<file path="src/design/sfdph_consts.vh">
// constants for the discoverable-parameter header block
`ifndef SFDPH_CONSTS_VH
`define SFDPH_CONSTS_VH

// access-protocol codes
`define SFDPH_CODE_NAND_C2 8'hF5
`define SFDPH_CODE_RSV_F6 8'hF6
`define SFDPH_CODE_RSV_F7 8'hF7
`define SFDPH_CODE_RSV_F8 8'hF8
`define SFDPH_CODE_RSV_F9 8'hF9
`define SFDPH_CODE_XNOR_P2 8'hFA
`define SFDPH_CODE_RSV_FB 8'hFB
`define SFDPH_CODE_OCT_3B 8'hFC
`define SFDPH_CODE_OCT_4B20 8'hFD
`define SFDPH_CODE_OCT_4B8 8'hFE
`define SFDPH_CODE_LEGACY 8'hFF

// lane modes of the parameter-read command
`define SFDPH_LANE_SDQ 2'h0
`define SFDPH_LANE_OCT_DDR 2'h1

// address widths in bytes
`define SFDPH_ABYTES_3 3'h3
`define SFDPH_ABYTES_4 3'h4
`define SFDPH_ABYTES_5 3'h5

// wait-state counts
`define SFDPH_WAIT_8 5'h08
`define SFDPH_WAIT_20 5'h14

// header layout
`define SFDPH_FIRST_HDR_OFS 24'h000008
`define SFDPH_LEN_MSB 31
`define SFDPH_LEN_LSB 24
`define SFDPH_MAJ_MSB 23
`define SFDPH_MAJ_LSB 16
`define SFDPH_MIN_MSB 15
`define SFDPH_MIN_LSB 8
`define SFDPH_IDLO_MSB 7
`define SFDPH_IDLO_LSB 0
`define SFDPH_IDHI_MSB 31
`define SFDPH_IDHI_LSB 24
`define SFDPH_PTR_MSB 23
`define SFDPH_PTR_LSB 0
`define SFDPH_MAJOR_MIN 8'h01
`define SFDPH_ID_LO_BASIC 8'h00
`define SFDPH_ID_HI_BASIC 8'hFF
`define SFDPH_LEN_MIN 8'h01
`define SFDPH_WORD_ALIGN_MASK 24'hFFFFFC

// class-2 fetch time
`define SFDPH_FETCH_US 16'h0078
`define SFDPH_CLK_MHZ 16'h0032

`endif

</file>
<file path="src/design/sfdph_core.v">
// discoverable-parameter protocol decode and header map server
// What this block does
// - F5h: class-2 NAND, 3 bytes, 8 waits, fetch
// - FAh: octal DDR, 5 bytes, configurable waits
// - FCh: octal DDR, 3 bytes, half cycle, 8
// - FDh: octal DDR, 4 bytes, 20 waits
// - FEh: octal DDR, 4 bytes, 8 waits
// - FFh: legacy lanes, 3 bytes, 8 waits
// - reserved codes are never reported
// - each header is two 32-bit words
// - first header starts at byte 08h
// - headers follow each other without gaps
// - basic table headers ordered oldest first
// - minor revisions may share start address
// - word one bits 31:24 length, one-based
// - word one bits 23:16 major, minimum 01h
// - word one bits 15:8 minor, from 00h
// - word one bits 7:0 identifier low byte
// - word two: identifier high, start pointer
// - start pointer is word aligned byte address
// - identifier low 00h only with high FFh
`timescale 1ns/1ps
`include "sfdph_consts.vh"
module sfdph_core #(
    parameter HDR_AW = 4,                                        // log2 of header slots
    parameter [15:0] FETCH_CYCLES = `SFDPH_FETCH_US * `SFDPH_CLK_MHZ // class-2 fetch time
) (
    input wire clk_i,             // system clock, 50 MHz
    input wire resetn_i,          // sync reset, active low
    input wire ce_i,              // clock enable, freezes all state when low
    input wire [7:0] proto_code_i, // strapped protocol code, caught after reset
    input wire [4:0] cfg_wait_i,  // wait states for the configurable profile
    input wire hdr_wr_i,          // append one header
    input wire [7:0] hdr_len_i,   // table length in words
    input wire [7:0] hdr_major_i, // major revision
    input wire [7:0] hdr_minor_i, // minor revision
    input wire [15:0] hdr_id_i,   // table identifier, high and low byte
    input wire [23:0] hdr_ptr_i,  // table start byte address
    input wire fetch_i,           // fetch command seen, class-2 only
    input wire rd_req_i,          // parameter-read word request
    input wire [23:0] rd_addr_i,  // byte address of requested word
    output reg [7:0] proto_code_o, // reported protocol code
    output reg code_fault_o,      // strap held a reserved code
    output reg [1:0] lane_mode_o, // lane mode of the read command
    output reg [2:0] addr_bytes_o, // address bytes of the read command
    output reg [4:0] wait_states_o, // wait states of the read command
    output reg half_cycle_o,      // extra half cycle for alignment
    output reg wren_two_o,        // two-byte write-enable opcodes used
    output reg class2_o,          // fetch-then-read behaviour applies
    output reg [7:0] hdr_count_o, // headers held, for the count field
    output reg hdr_reject_o,      // pulse: last append refused
    output reg rd_valid_o,        // pulse: read word valid
    output reg [31:0] rd_data_o,  // read word
    output reg rd_busy_o          // read answered while fetch pending
);
    localparam ST_CAPTURE = 2'h0;
    localparam ST_READY = 2'h1;
    localparam ST_FETCH = 2'h2;
    // slot count caps the map; a full map refuses further appends
    localparam [7:0] SLOTS = 8'h01 << HDR_AW;

    // true for codes that are held back and may not be reported
    function code_reserved;
        input [7:0] code;
        begin
            case (code)
                `SFDPH_CODE_RSV_F6,
                `SFDPH_CODE_RSV_F7,
                `SFDPH_CODE_RSV_F8,
                `SFDPH_CODE_RSV_F9,
                `SFDPH_CODE_RSV_FB: code_reserved = 1'b1;
                default: code_reserved = 1'b0;
            endcase
        end
    endfunction

    reg [1:0] state;
    reg [15:0] fetch_cnt;
    reg [7:0] code_eff;
    reg have_basic;
    reg [15:0] basic_rev;
    reg p1_valid;
    reg p1_hit;
    reg p1_sel;
    reg p1_busy;

    reg [1:0] next_lane;
    reg [2:0] next_abytes;
    reg [4:0] next_wait;
    reg next_half;
    reg next_write_enable_form_two;
    reg next_class2;

    wire params_ready = (state == ST_READY);
    // the count is taken at request time; an append on the same edge shows next time
    wire [23:0] rd_off = rd_addr_i - `SFDPH_FIRST_HDR_OFS;
    wire rd_in_hdrs = (rd_addr_i >= `SFDPH_FIRST_HDR_OFS) &&
        (rd_off[23:3] < {13'h0000, hdr_count_o});
    wire [HDR_AW-1:0] rd_idx = rd_off[HDR_AW+2:3];
    wire is_basic = (hdr_id_i[15:8] == `SFDPH_ID_HI_BASIC) &&
        (hdr_id_i[7:0] == `SFDPH_ID_LO_BASIC);
    wire [15:0] new_rev = {hdr_major_i, hdr_minor_i};
    wire [23:0] ptr_aligned = hdr_ptr_i & `SFDPH_WORD_ALIGN_MASK;

    // a header that would break the map is refused
    wire bad_len = (hdr_len_i < `SFDPH_LEN_MIN);
    wire bad_major = (hdr_major_i < `SFDPH_MAJOR_MIN);
    wire bad_id = (hdr_id_i[7:0] == `SFDPH_ID_LO_BASIC) &&
        (hdr_id_i[15:8] != `SFDPH_ID_HI_BASIC);
    wire bad_order = is_basic && have_basic && (new_rev < basic_rev);
    wire full = (hdr_count_o == SLOTS);
    wire hdr_ok = !bad_len && !bad_major && !bad_id && !bad_order && !full;
    wire hdr_take = ce_i && hdr_wr_i && hdr_ok;

    // word one: length, major, minor and identifier low byte in their fields
    wire [31:0] hdr_word_one;
    assign hdr_word_one[`SFDPH_LEN_MSB:`SFDPH_LEN_LSB] = hdr_len_i;
    assign hdr_word_one[`SFDPH_MAJ_MSB:`SFDPH_MAJ_LSB] = hdr_major_i;
    assign hdr_word_one[`SFDPH_MIN_MSB:`SFDPH_MIN_LSB] = hdr_minor_i;
    assign hdr_word_one[`SFDPH_IDLO_MSB:`SFDPH_IDLO_LSB] = hdr_id_i[7:0];
    // word two: identifier high byte over the aligned start pointer
    wire [31:0] hdr_word_two;
    assign hdr_word_two[`SFDPH_IDHI_MSB:`SFDPH_IDHI_LSB] = hdr_id_i[15:8];
    assign hdr_word_two[`SFDPH_PTR_MSB:`SFDPH_PTR_LSB] = ptr_aligned;
    // two words per entry: word one low half, word two high half
    wire [63:0] hdr_entry = {hdr_word_two, hdr_word_one};

    wire [63:0] mem_q;

    // the write slot is the count itself, so no gap can open between headers
    sfdph_mem #(
        .DW(64),
        .AW(HDR_AW)
    ) u_mem (
        .clk_i(clk_i),
        .resetn_i(resetn_i),
        .ce_i(ce_i),
        .wr_en_i(hdr_take),
        .wr_addr_i(hdr_count_o[HDR_AW-1:0]),
        .wr_data_i(hdr_entry),
        .rd_en_i(rd_req_i),
        .rd_addr_i(rd_idx),
        .rd_data_o(mem_q)
    );

    // protocol code to read-command shape
    always @* begin
        next_lane = `SFDPH_LANE_SDQ;
        next_abytes = `SFDPH_ABYTES_3;
        next_wait = `SFDPH_WAIT_8;
        next_half = 1'b0;
        next_write_enable_form_two = 1'b0;
        next_class2 = 1'b0;
        case (code_eff)
            `SFDPH_CODE_NAND_C2: begin
                next_class2 = 1'b1;
            end
            `SFDPH_CODE_XNOR_P2: begin
                next_lane = `SFDPH_LANE_OCT_DDR;
                next_abytes = `SFDPH_ABYTES_5;
                next_wait = cfg_wait_i;
                next_write_enable_form_two = 1'b1;
            end
            `SFDPH_CODE_OCT_3B: begin
                next_lane = `SFDPH_LANE_OCT_DDR;
                next_half = 1'b1;
            end
            `SFDPH_CODE_OCT_4B20: begin
                next_lane = `SFDPH_LANE_OCT_DDR;
                next_abytes = `SFDPH_ABYTES_4;
                next_wait = `SFDPH_WAIT_20;
            end
            `SFDPH_CODE_OCT_4B8: begin
                next_lane = `SFDPH_LANE_OCT_DDR;
                next_abytes = `SFDPH_ABYTES_4;
            end
            default: begin
                next_lane = `SFDPH_LANE_SDQ;
            end
        endcase
    end

    // strap capture one edge after reset release, then fetch tracking
    always @(posedge clk_i) begin
        if (!resetn_i) begin
            state <= ST_CAPTURE;
            code_eff <= `SFDPH_CODE_LEGACY;
            code_fault_o <= 1'b0;
            fetch_cnt <= 16'h0000;
        end else if (ce_i) begin
            case (state)
                ST_CAPTURE: begin
                    // a held-back code falls back to legacy behaviour
                    if (code_reserved(proto_code_i)) begin
                        code_eff <= `SFDPH_CODE_LEGACY;
                        code_fault_o <= 1'b1;
                    end else begin
                        code_eff <= proto_code_i;
                    end
                    if (proto_code_i == `SFDPH_CODE_NAND_C2) begin
                        state <= ST_FETCH;
                    end else begin
                        state <= ST_READY;
                    end
                end
                ST_FETCH: begin
                    // tables stay hidden until fetch time has run out
                    if (fetch_cnt != 16'h0000) begin
                        if (fetch_cnt == 16'h0001) begin
                            state <= ST_READY;
                        end
                        fetch_cnt <= fetch_cnt - 16'h0001;
                    end else if (fetch_i) begin
                        fetch_cnt <= FETCH_CYCLES;
                    end
                end
                ST_READY: begin
                    // no way back: the strap is sampled again only after a reset
                    state <= ST_READY;
                end
                default: begin
                    state <= ST_CAPTURE;
                end
            endcase
        end
    end

    // reported shape; the reported code is never a reserved value
    always @(posedge clk_i) begin
        if (!resetn_i) begin
            proto_code_o <= `SFDPH_CODE_LEGACY;
            lane_mode_o <= `SFDPH_LANE_SDQ;
            addr_bytes_o <= `SFDPH_ABYTES_3;
            wait_states_o <= `SFDPH_WAIT_8;
            half_cycle_o <= 1'b0;
            wren_two_o <= 1'b0;
            class2_o <= 1'b0;
        end else if (ce_i) begin
            proto_code_o <= code_eff;
            lane_mode_o <= next_lane;
            addr_bytes_o <= next_abytes;
            wait_states_o <= next_wait;
            half_cycle_o <= next_half;
            wren_two_o <= next_write_enable_form_two;
            class2_o <= next_class2;
        end
    end

    // header append: only at the next free slot, so the map stays contiguous
    always @(posedge clk_i) begin
        if (!resetn_i) begin
            hdr_count_o <= 8'h00;
            hdr_reject_o <= 1'b0;
            have_basic <= 1'b0;
            basic_rev <= 16'h0000;
        end else if (ce_i) begin
            hdr_reject_o <= hdr_wr_i && !hdr_ok;
            if (hdr_take) begin
                hdr_count_o <= hdr_count_o + 8'h01;
                // same start pointer as an older minor revision is allowed
                if (is_basic) begin
                    have_basic <= 1'b1;
                    basic_rev <= new_rev;
                end
            end
        end
    end

    // read stage one: memory lookup, classify the address
    always @(posedge clk_i) begin
        if (!resetn_i) begin
            p1_valid <= 1'b0;
            p1_hit <= 1'b0;
            p1_sel <= 1'b0;
            p1_busy <= 1'b0;
        end else if (ce_i) begin
            p1_valid <= rd_req_i;
            p1_hit <= rd_in_hdrs && params_ready;
            p1_sel <= rd_off[2];
            p1_busy <= !params_ready;
        end
    end

    // read stage two: pick the word; unmapped or hidden words read as zero
    always @(posedge clk_i) begin
        if (!resetn_i) begin
            rd_valid_o <= 1'b0;
            rd_data_o <= 32'h00000000;
            rd_busy_o <= 1'b0;
        end else if (ce_i) begin
            rd_valid_o <= p1_valid;
            if (p1_valid) begin
                rd_busy_o <= p1_busy;
                if (!p1_hit) begin
                    rd_data_o <= 32'h00000000;
                end else if (p1_sel) begin
                    rd_data_o <= mem_q[63:32];
                end else begin
                    rd_data_o <= mem_q[31:0];
                end
            end
        end
    end
endmodule

</file>
<file path="src/design/sfdph_mem.v">
// header storage: one 64-bit entry per parameter header, registered read
`timescale 1ns/1ps
module sfdph_mem #(
    parameter DW = 64,
    parameter AW = 4
) (
    input wire clk_i,              // system clock
    input wire resetn_i,           // sync reset, active low
    input wire ce_i,               // clock enable
    input wire wr_en_i,            // write strobe
    input wire [AW-1:0] wr_addr_i, // write entry index
    input wire [DW-1:0] wr_data_i, // write data
    input wire rd_en_i,            // read strobe
    input wire [AW-1:0] rd_addr_i, // read entry index
    output reg [DW-1:0] rd_data_o  // registered read data
);
    reg [DW-1:0] mem [0:(1<<AW)-1];

    // array has no reset; unwritten entries are never exposed by the core
    always @(posedge clk_i) begin
        if (ce_i && wr_en_i) begin
            mem[wr_addr_i] <= wr_data_i;
        end
    end

    // read data comes from a register
    always @(posedge clk_i) begin
        if (!resetn_i) begin
            rd_data_o <= {DW{1'b0}};
        end else if (ce_i && rd_en_i) begin
            rd_data_o <= mem[rd_addr_i];
        end
    end
endmodule

</file>
<file path="config.mk">
export PLATFORM = sky130hd
export DESIGN_NAME = sfdph_core
export DESIGN_NICKNAME = d
export VERILOG_FILES = /design/src/design/sfdph_core.v /design/src/design/sfdph_mem.v
export VERILOG_INCLUDE_DIRS = /design/src /design/src/design
export SDC_FILE = /design/constraint.sdc
export NUM_CORES = 1
export LEC_CHECK = 0
export BUFFER_PORTS_ARGS = -buffer_cell sky130_fd_sc_hd__buf_2
export CAP_MARGIN = 30
export CORE_ASPECT_RATIO = 0.9
export CORE_UTILIZATION = 50
export DETAILED_ROUTE_END_ITERATION = 7
export PLACE_DENSITY = 0.75
export SETUP_SLACK_MARGIN = 0.2
export SYNTH_ARGS = -nofsm -noshare
export SYNTH_HDL_FRONTEND = slang
export SYNTH_SLANG_ARGS = --single-unit
</file>
<file path="constraint.sdc">
create_clock -name clk_i -period 7.9 [get_ports clk_i]
set_clock_uncertainty 0.05 [all_clocks]
set_input_delay 0.79 -clock clk_i [delete_from_list [all_inputs] [get_ports clk_i]]
set_output_delay 0.79 -clock clk_i [all_outputs]
set_load 0.02 [all_outputs]
</file>
== Word-level counts from Yosys, hierarchy flattened ==
Memory sizes are Yosys's and may differ from the RTL's. A register that Yosys moved wholly into a read port is not among the register bits.
Cells that the tools add are included.

* Add/subtract/negate cells: 3
* Multiply operators: 0
* Div/mod/pow operators: 0
* Magnitude comparators: 5
* Equality and inequality tests: 19
* Shift operators: 0
* Mux-type cells: 21
* Bitwise operators: 0
* Reductions and logical operators: 37

{| class="wikitable"
|+ Operators with widths
! kind !! count
|-
| == test 8 bit (second input constant) || 12
|-
| two-way mux 32 bit || 2
|-
| two-way mux 16 bit || 2
|-
| >= comparator 24 x 4 -> 1 bit (second input constant) || 1
|-
| subtractor 24 x 4 -> 24 bit (second input constant) || 1
|-
| < comparator 21 x 8 -> 1 bit || 1
|-
| == test 16 x 1 -> 1 bit (second input constant) || 1
|-
| < comparator 16 bit || 1
|-
| < comparator 8 x 1 -> 1 bit (second input constant) || 2
|-
| nonzero test 16 bit || 1
|-
| subtractor 16 x 1 -> 16 bit (second input constant) || 1
|-
| logical AND 1 bit || 15
|-
| AND reduction 3 bit || 4
|-
| two-way mux 1 bit || 10
|-
| case mux 5 bit (2 select lines) || 1
|-
| adder 8 x 1 -> 8 bit (second input constant) || 1
|-
| == test 8 x 5 -> 1 bit (second input constant) || 1
|-
| zero test 1 bit || 8
|-
| zero test 8 bit || 1
|-
| two-way mux 8 bit || 1
|-
| inequality test 8 bit (second input constant) || 1
|-
| two-way mux 2 bit || 3
|-
| case mux 2 bit (3 select lines) || 1
|-
| case mux 3 bit (2 select lines) || 1
|-
| other kinds (9) || 12
|}

* Register bits after elaboration: 176
* Bits in latches: 0
* RAM bits: 992
* Bits in read-only memories: 0
* Input bits: 107
* Output and inout port bits: 65
* Memories kept: 1

{| class="wikitable"
|+ Memories
! memory !! depth !! width !! read ports !! clocked after Yosys merged registers in !! wr ports !! line !! RTL
|-
| u_mem.mem || 16 || 62 || 1 || 1 || 1 || sfdph_mem.v:17 || <nowiki>reg [DW-1:0] mem [0:(1<<AW)-1];</nowiki>
|}

== Logic depth before layout (Yosys ltp) ==
* Depth after elaboration: 11
* Gate-level depth with buffers: 15
* Mapped depth without buffers: 10

== Cells and area by module ==
A second synthesis with hierarchy kept.

* Cells, all modules: 2525
* Area, all modules: 46657.2 µm²

{| class="wikitable"
|+ Modules (own cells, without submodules)
! module !! instances !! cells each !! area each (µm²)
|-
| sfdph_mem || 1 || 1863 || 40871.7
|-
| sfdph_core || 1 || 662 || 5785.5
|}

== Least setup slack after synthesis ==
No wires, ideal clock.

* Path kind: in2reg
* Start: input port hdr_minor_i[2]
* End: memory u_mem.mem[11][0] in the netlist's numbering, enable pin
* Setup time: 0.635 ns
* Data arrival time: 7.813 ns
* Required time: 7.215 ns
* Slack: -0.598 ns
* Stages on the path: 8
* Buffers on the path: 2
* Cells stage by stage: ha_1 nand2_1 o21ai_0 a211oi_1 o31a_1 buf_2 buf_2 nor4_1

* Word-level cells in the longest chain between the ends: 9

{| class="wikitable"
|+ RTL lines
! what !! line !! RTL
|-
| start, declared || sfdph_core.v:36 || <nowiki>input wire [7:0] hdr_minor_i,</nowiki>
|-
| < comparator 16 bit || sfdph_core.v:110 || <nowiki>wire bad_order = is_basic && have_basic && (new_rev < basic_rev);</nowiki>
|-
| logical AND 1 bit || sfdph_core.v:110 ||
|-
| zero test 1 bit || sfdph_core.v:112 || <nowiki>wire hdr_ok = !bad_len && !bad_major && !bad_id && !bad_order && !full;</nowiki>
|-
| logical AND 1 bit (2 in series) || sfdph_core.v:112 ||
|-
| logical AND 1 bit || sfdph_core.v:113 || <nowiki>wire hdr_take = ce_i && hdr_wr_i && hdr_ok;</nowiki>
|-
| logical AND 1 bit || sfdph_mem.v:21 || <nowiki>if (ce_i && wr_en_i) begin</nowiki>
|-
| two-way mux 1 bit || sfdph_mem.v:21 ||
|-
| two-way mux 1 bit (not written as such) || sfdph_mem.v:22 || <nowiki>mem[wr_addr_i] <= wr_data_i;</nowiki>
|-
| end, declared || sfdph_mem.v:17 ||
|}

Every way passes these cells.

== Worst setup path after layout ==
* Start: input port hdr_id_i[10]
* End: memory u_mem.mem[5][54] in the netlist's numbering, enable pin

* Word-level cells in the longest chain between the ends: 11
* Elaborated cells between the ends (all ways): 15

{| class="wikitable"
|+ RTL lines
! what !! line !! RTL
|-
| start, declared || sfdph_core.v:37 || <nowiki>input wire [15:0] hdr_id_i,</nowiki>
|-
| == test 8 bit (no source line) || -- ||
|-
| logical AND 1 bit || sfdph_core.v:100 || <nowiki>wire is_basic = (hdr_id_i[15:8] == `SFDPH_ID_HI_BASIC) &&</nowiki>
|-
| logical AND 1 bit (2 in series) || sfdph_core.v:110 ||
|-
| zero test 1 bit || sfdph_core.v:112 ||
|-
| logical AND 1 bit * (2 in series) || sfdph_core.v:112 ||
|-
| logical AND 1 bit * || sfdph_core.v:113 ||
|-
| logical AND 1 bit * || sfdph_mem.v:21 ||
|-
| two-way mux 1 bit * || sfdph_mem.v:21 ||
|-
| two-way mux 1 bit (not written as such) * || sfdph_mem.v:22 ||
|}

Mark *: on every way between the ends. The rest lies on a longest branch, timed or not.

==> results by group <==
Outcome
  – Status: finished, final reports clean

Floorplanning
  – Chip width: 318.0 um
  – DIE AREA: 91,050 um2
  – Die H: 286.4 um
  – Initial Util: 50.81%
  – I/O pins: 172
  – Core region area: 88,410 um2
  – Rows: 103

GRT
  – Vias in the first global route: 23,434
  – Aggregate global-route resource usage: 23.25%
  – Largest net degree at the start of global routing: 153
  – Initial antenna violation count: 10
  – Grt ovf: 0
  – First-pass GRT wire length: 154,500 um

Clocking
  – Post-CTS Resized: 0
  – Later-pin clock latency in the skew report: 0.67 ns
  – CTS tree: built
  – Hold buffers post-CTS: 0
  – Reg clk slew, reported paths: 0.06 ns
  – Post-CTS setup buffers: 0
  – Maximum root-to-sink buffer count: 3
  – H-tree depth: 3
  – Root Driver: clkbuf_16
  – Clock Sinks: 1,165
  – CTS buffer count: 111

Timing
  – RSZ-0062 raised after global routing: false
  – Hold Violations, Final: 0
  – Tmin final: 4.559 ns
  – Slew Limit Fails: 0
  – Relative slew slack: 29.59%
  – Final setup TNS: 0 ns
  – FMAX: 0.2194 GHz
  – Hold Slack: 0.3105 ns
  – Share of the cycle needed by the critical path after routing: 57.71%
  – Setup violators final: 0
  – Least-Margin Pin Slew: 1.056 ns

Critical path
  – Critical path type: in2reg
  – Worst r2r dst: u_mem.mem[5][54]$_DFFE_PP_
  – Worst Path Required: 8.15 ns
  – Largest fanout on the critical path: 34
  – WP data arrival: 4.81 ns
  – Reg-to-Reg Start: basic_rev[2]$_SDFFE_PN0P_
  – Worst reg-to-reg path cell count: 9
  – Worst R2R Setup Slack: 3.40 ns
  – Worst setup EP type: register
  – Startpoint Class: input port

Placed design
  – Port Buffers: 166
  – DP Area: 47,300 um2
  – Post-DP HPWL: 58,500 um
  – Dpl cells: 3,465
  – GP Congestion: 0.8330

Power
  – Clock power frac: 41.1%
  – Sequential share of power: 52.8%
  – Cell-internal power: 0.01006 W
  – Power Density: 251.3 nW/um2
  – Switching share of power: 21.42%
  – Leak pwr: 16.62 nW
  – Net Switching: 0.002743 W
  – Combinational Power Share: 6.1%
  – Maximum VDD drop: 0.0001902 V

Layout
  – Non-Filler Instances: 3,677
  – # nets final: 2,565
  – Fill count: 6,203
  – Fin area: 50,950 um2
  – Final Util: 57.63%
  – Register area: 33,250 um2
  – Layout cell share with drive strength beyond 1: 29.71%
  – Area occupied by multi-input gates: 11,170 um2
  – Area grow syn2layout: 13.43%

Detailed routing
  – Total length of routed wires: 105,100 um
  – Drt wl/cell: 28.58 um
  – Post-route ant nets: 0
  – TritonRoute pass-1 iters: 5
  – Drc violations: 0
  – DRC marker count from the first detailed-route iteration: 2,846
  – Via/cell ratio: 6.250
  – Via Count: 22,982

Synth
  – Async set or reset register ratio after synthesis: 0%
  – EDFF count, synth: 992
  – Avg Cell Area, Syn: 20.22 um2
  – Top_reg_cell synth: edfxtp_1
  – Post-Syn Area: 44,920 um2
  – Post-synth net total: 2,363
  – Yosys cell types: 67
  – Register bit total from synthesis: 1,165
  – Yosys warning total: 0
  – Seq/Total Area, Yosys: 74.02%
  – Cell count after synthesis: 2,222

Hold path
  – Hold WC Path Type: in2reg
  – Worst Hold Launch: cfg_wait_i[0]
  – Worst Hold Endpoint: wait_states_o[0]$_SDFFE_PN0P_
  – Hold path cells: 3

Run
  – Max Cap Viol: 0
-- synth_stat cells, types with 4 or more instances --
cell type / instances / share of area, %
a22oi_1: 34 / 0.57
buf_1: 21 / 0.18
nand4_1: 10 / 0.14
or4_1: 6 / 0.10
mux2i_1: 30 / 0.67
clkbuf_1: 79 / 0.66
a211oi_1: 8 / 0.13
edfxtp_1: 992 / 66
nor3_1: 11 / 0.12
dfxtp_1: 173 / 7.7
o31ai_1: 7 / 0.12
nor4_1: 19 / 0.26
a21oi_1: 24 / 0.27
nand2b_1: 5 / 0.070
o21ai_0: 11 / 0.12
a22o_1: 62 / 1.2
mux4_2: 310 / 16
nand2_1: 87 / 0.73
and3_1: 17 / 0.24
nor2b_1: 4 / 0.056
xor2_1: 6 / 0.12
mux2_2: 30 / 0.75
or3_1: 9 / 0.13
o211ai_1: 4 / 0.067
inv_1: 38 / 0.32
xnor2_1: 12 / 0.23
nand3_1: 24 / 0.27
ha_1: 34 / 0.95
nor2_1: 79 / 0.66
buf_2: 19 / 0.21
-- state kept, by name (all words and copies together), names as in the netlist, 2 cells and up --
| register | flops |
|---|---|
| wait_states_o | 5 |
| basic_rev | 16 |
| u_mem.rd_data_o | 62 |
| fetch_cnt | 16 |
| state | 2 |
| u_mem.mem | 992 |
| proto_code_o | 8 |
| code_eff | 8 |
| addr_bytes_o | 3 |
| hdr_count_o | 8 |
| rd_data_o | 32 |
-- per-layer routing --
layer	wire length [um]	share of wire (%)	global-route usage, %	vias to the layer above
met5	97	0.092	0	-
met4	2815	2.7	6.723	14
met3	9263	8.8	4.693	210
met2	51620	49	38.16	1179
met1	41300	39	31.85	11974
li1	-	-	-	9605
-- kinds of logic after synthesis --
group / count (synthesis) / synth area share (%)
buf+inv: 159 / 1.390
flops: 1165 / 74.02
mux: 370 / 16.96
xor+xnor: 18 / 0.3510
other cells: 1 / 0.008348
simple gates: 294 / 3.237
compound gates: 181 / 3.081
fa+ha+maj: 34 / 0.9470
-- cell type report --
class,instances,share of cell area (%)
antenna,4,0.01965
clock buffer,139,5.840
clock inverter,68,1.262
inverter,39,0.2873
multi-input combinational,898,21.92
sequential,1165,65.26
tap,1155,2.836
timing repair buffer,209,2.569
-- power by group through the flow --
| stage | logic, W | clock network (W) | registers (W) |
|---|---|---|---|
| after CTS | 0.000780 | 0.00532 | 0.00676 |
| after global routing | 0.000827 | 0.00555 | 0.00676 |
| after floorplan | 0.000479 | 0 | 0.00688 |
| after detailed placement | 0.000774 | 0 | 0.00689 |
| after global placement | 0.000748 | 0 | 0.00689 |
| final | 0.000779 | 0.00526 | 0.00676 |
-- how the worst max path moves through the flow --
stage,slack [ns],startpoint,end,depth (start not counted)
2_1_floorplan,-0.60,hdr_minor_i[2],u_mem.mem[11][0]$_DFFE_PP_,8
3_3_place_gp,2.91,hdr_id_i[15],u_mem.mem[14][52]$_DFFE_PP_,8
3_5_place_dp,2.71,hdr_id_i[10],u_mem.mem[5][2]$_DFFE_PP_,8
4_1_cts,3.42,hdr_id_i[11],u_mem.mem[5][2]$_DFFE_PP_,8
5_1_grt,3.10,hdr_id_i[9],u_mem.mem[5][56]$_DFFE_PP_,8
6_report,3.34,hdr_id_i[10],u_mem.mem[5][54]$_DFFE_PP_,8
-- worst max-delay path: stages --
cell and delay, ns:
buf_2 0.26, nand4_1 0.27, o211ai_1 0.64, and4_1 0.44, nand2_1 0.11, nor2_1 0.71, and3_4 0.82, buf_4 0.69
-- cell usage in the layout (no fill, tap or decap), types with 5 or more instances in the layout --
cell        instances
buf_16              6
clkinvlp_4          8
edfxtp_1          992
a22oi_1            34
mux2_2             30
dfxtp_1           173
nand3_1            24
xnor2_1            10
clkinv_1           19
nand4_1            10
a22o_1             62
a21oi_1            23
clkinv_2           23
a211oi_1            8
buf_2             165
nor4_1             16
clkbuf_8            5
nor3_1             11
or3_1               9
buf_4              35
and3_4             12
nand2_1            87
clkbuf_16         113
xor2_1              6
ha_1               33
o21ai_0            11
clkbuf_1           21
nor2_1             78
nand2b_1            5
o31ai_1             7
inv_1              37
mux2i_1            30
mux4_2            310
or4_1               6
bufinv_16          10
-- stage by stage --
stage | setup WS, ns | power (W)
after floorplan | -0.5984 | 0.007360
after global placement | 2.905 | 0.007636
after detailed placement | 2.715 | 0.007666
after CTS | 3.419 | 0.01286
after global routing | 3.101 | 0.01314
final | 3.341 | 0.01280
No activity file was read; power rests on OpenSTA's default activity.
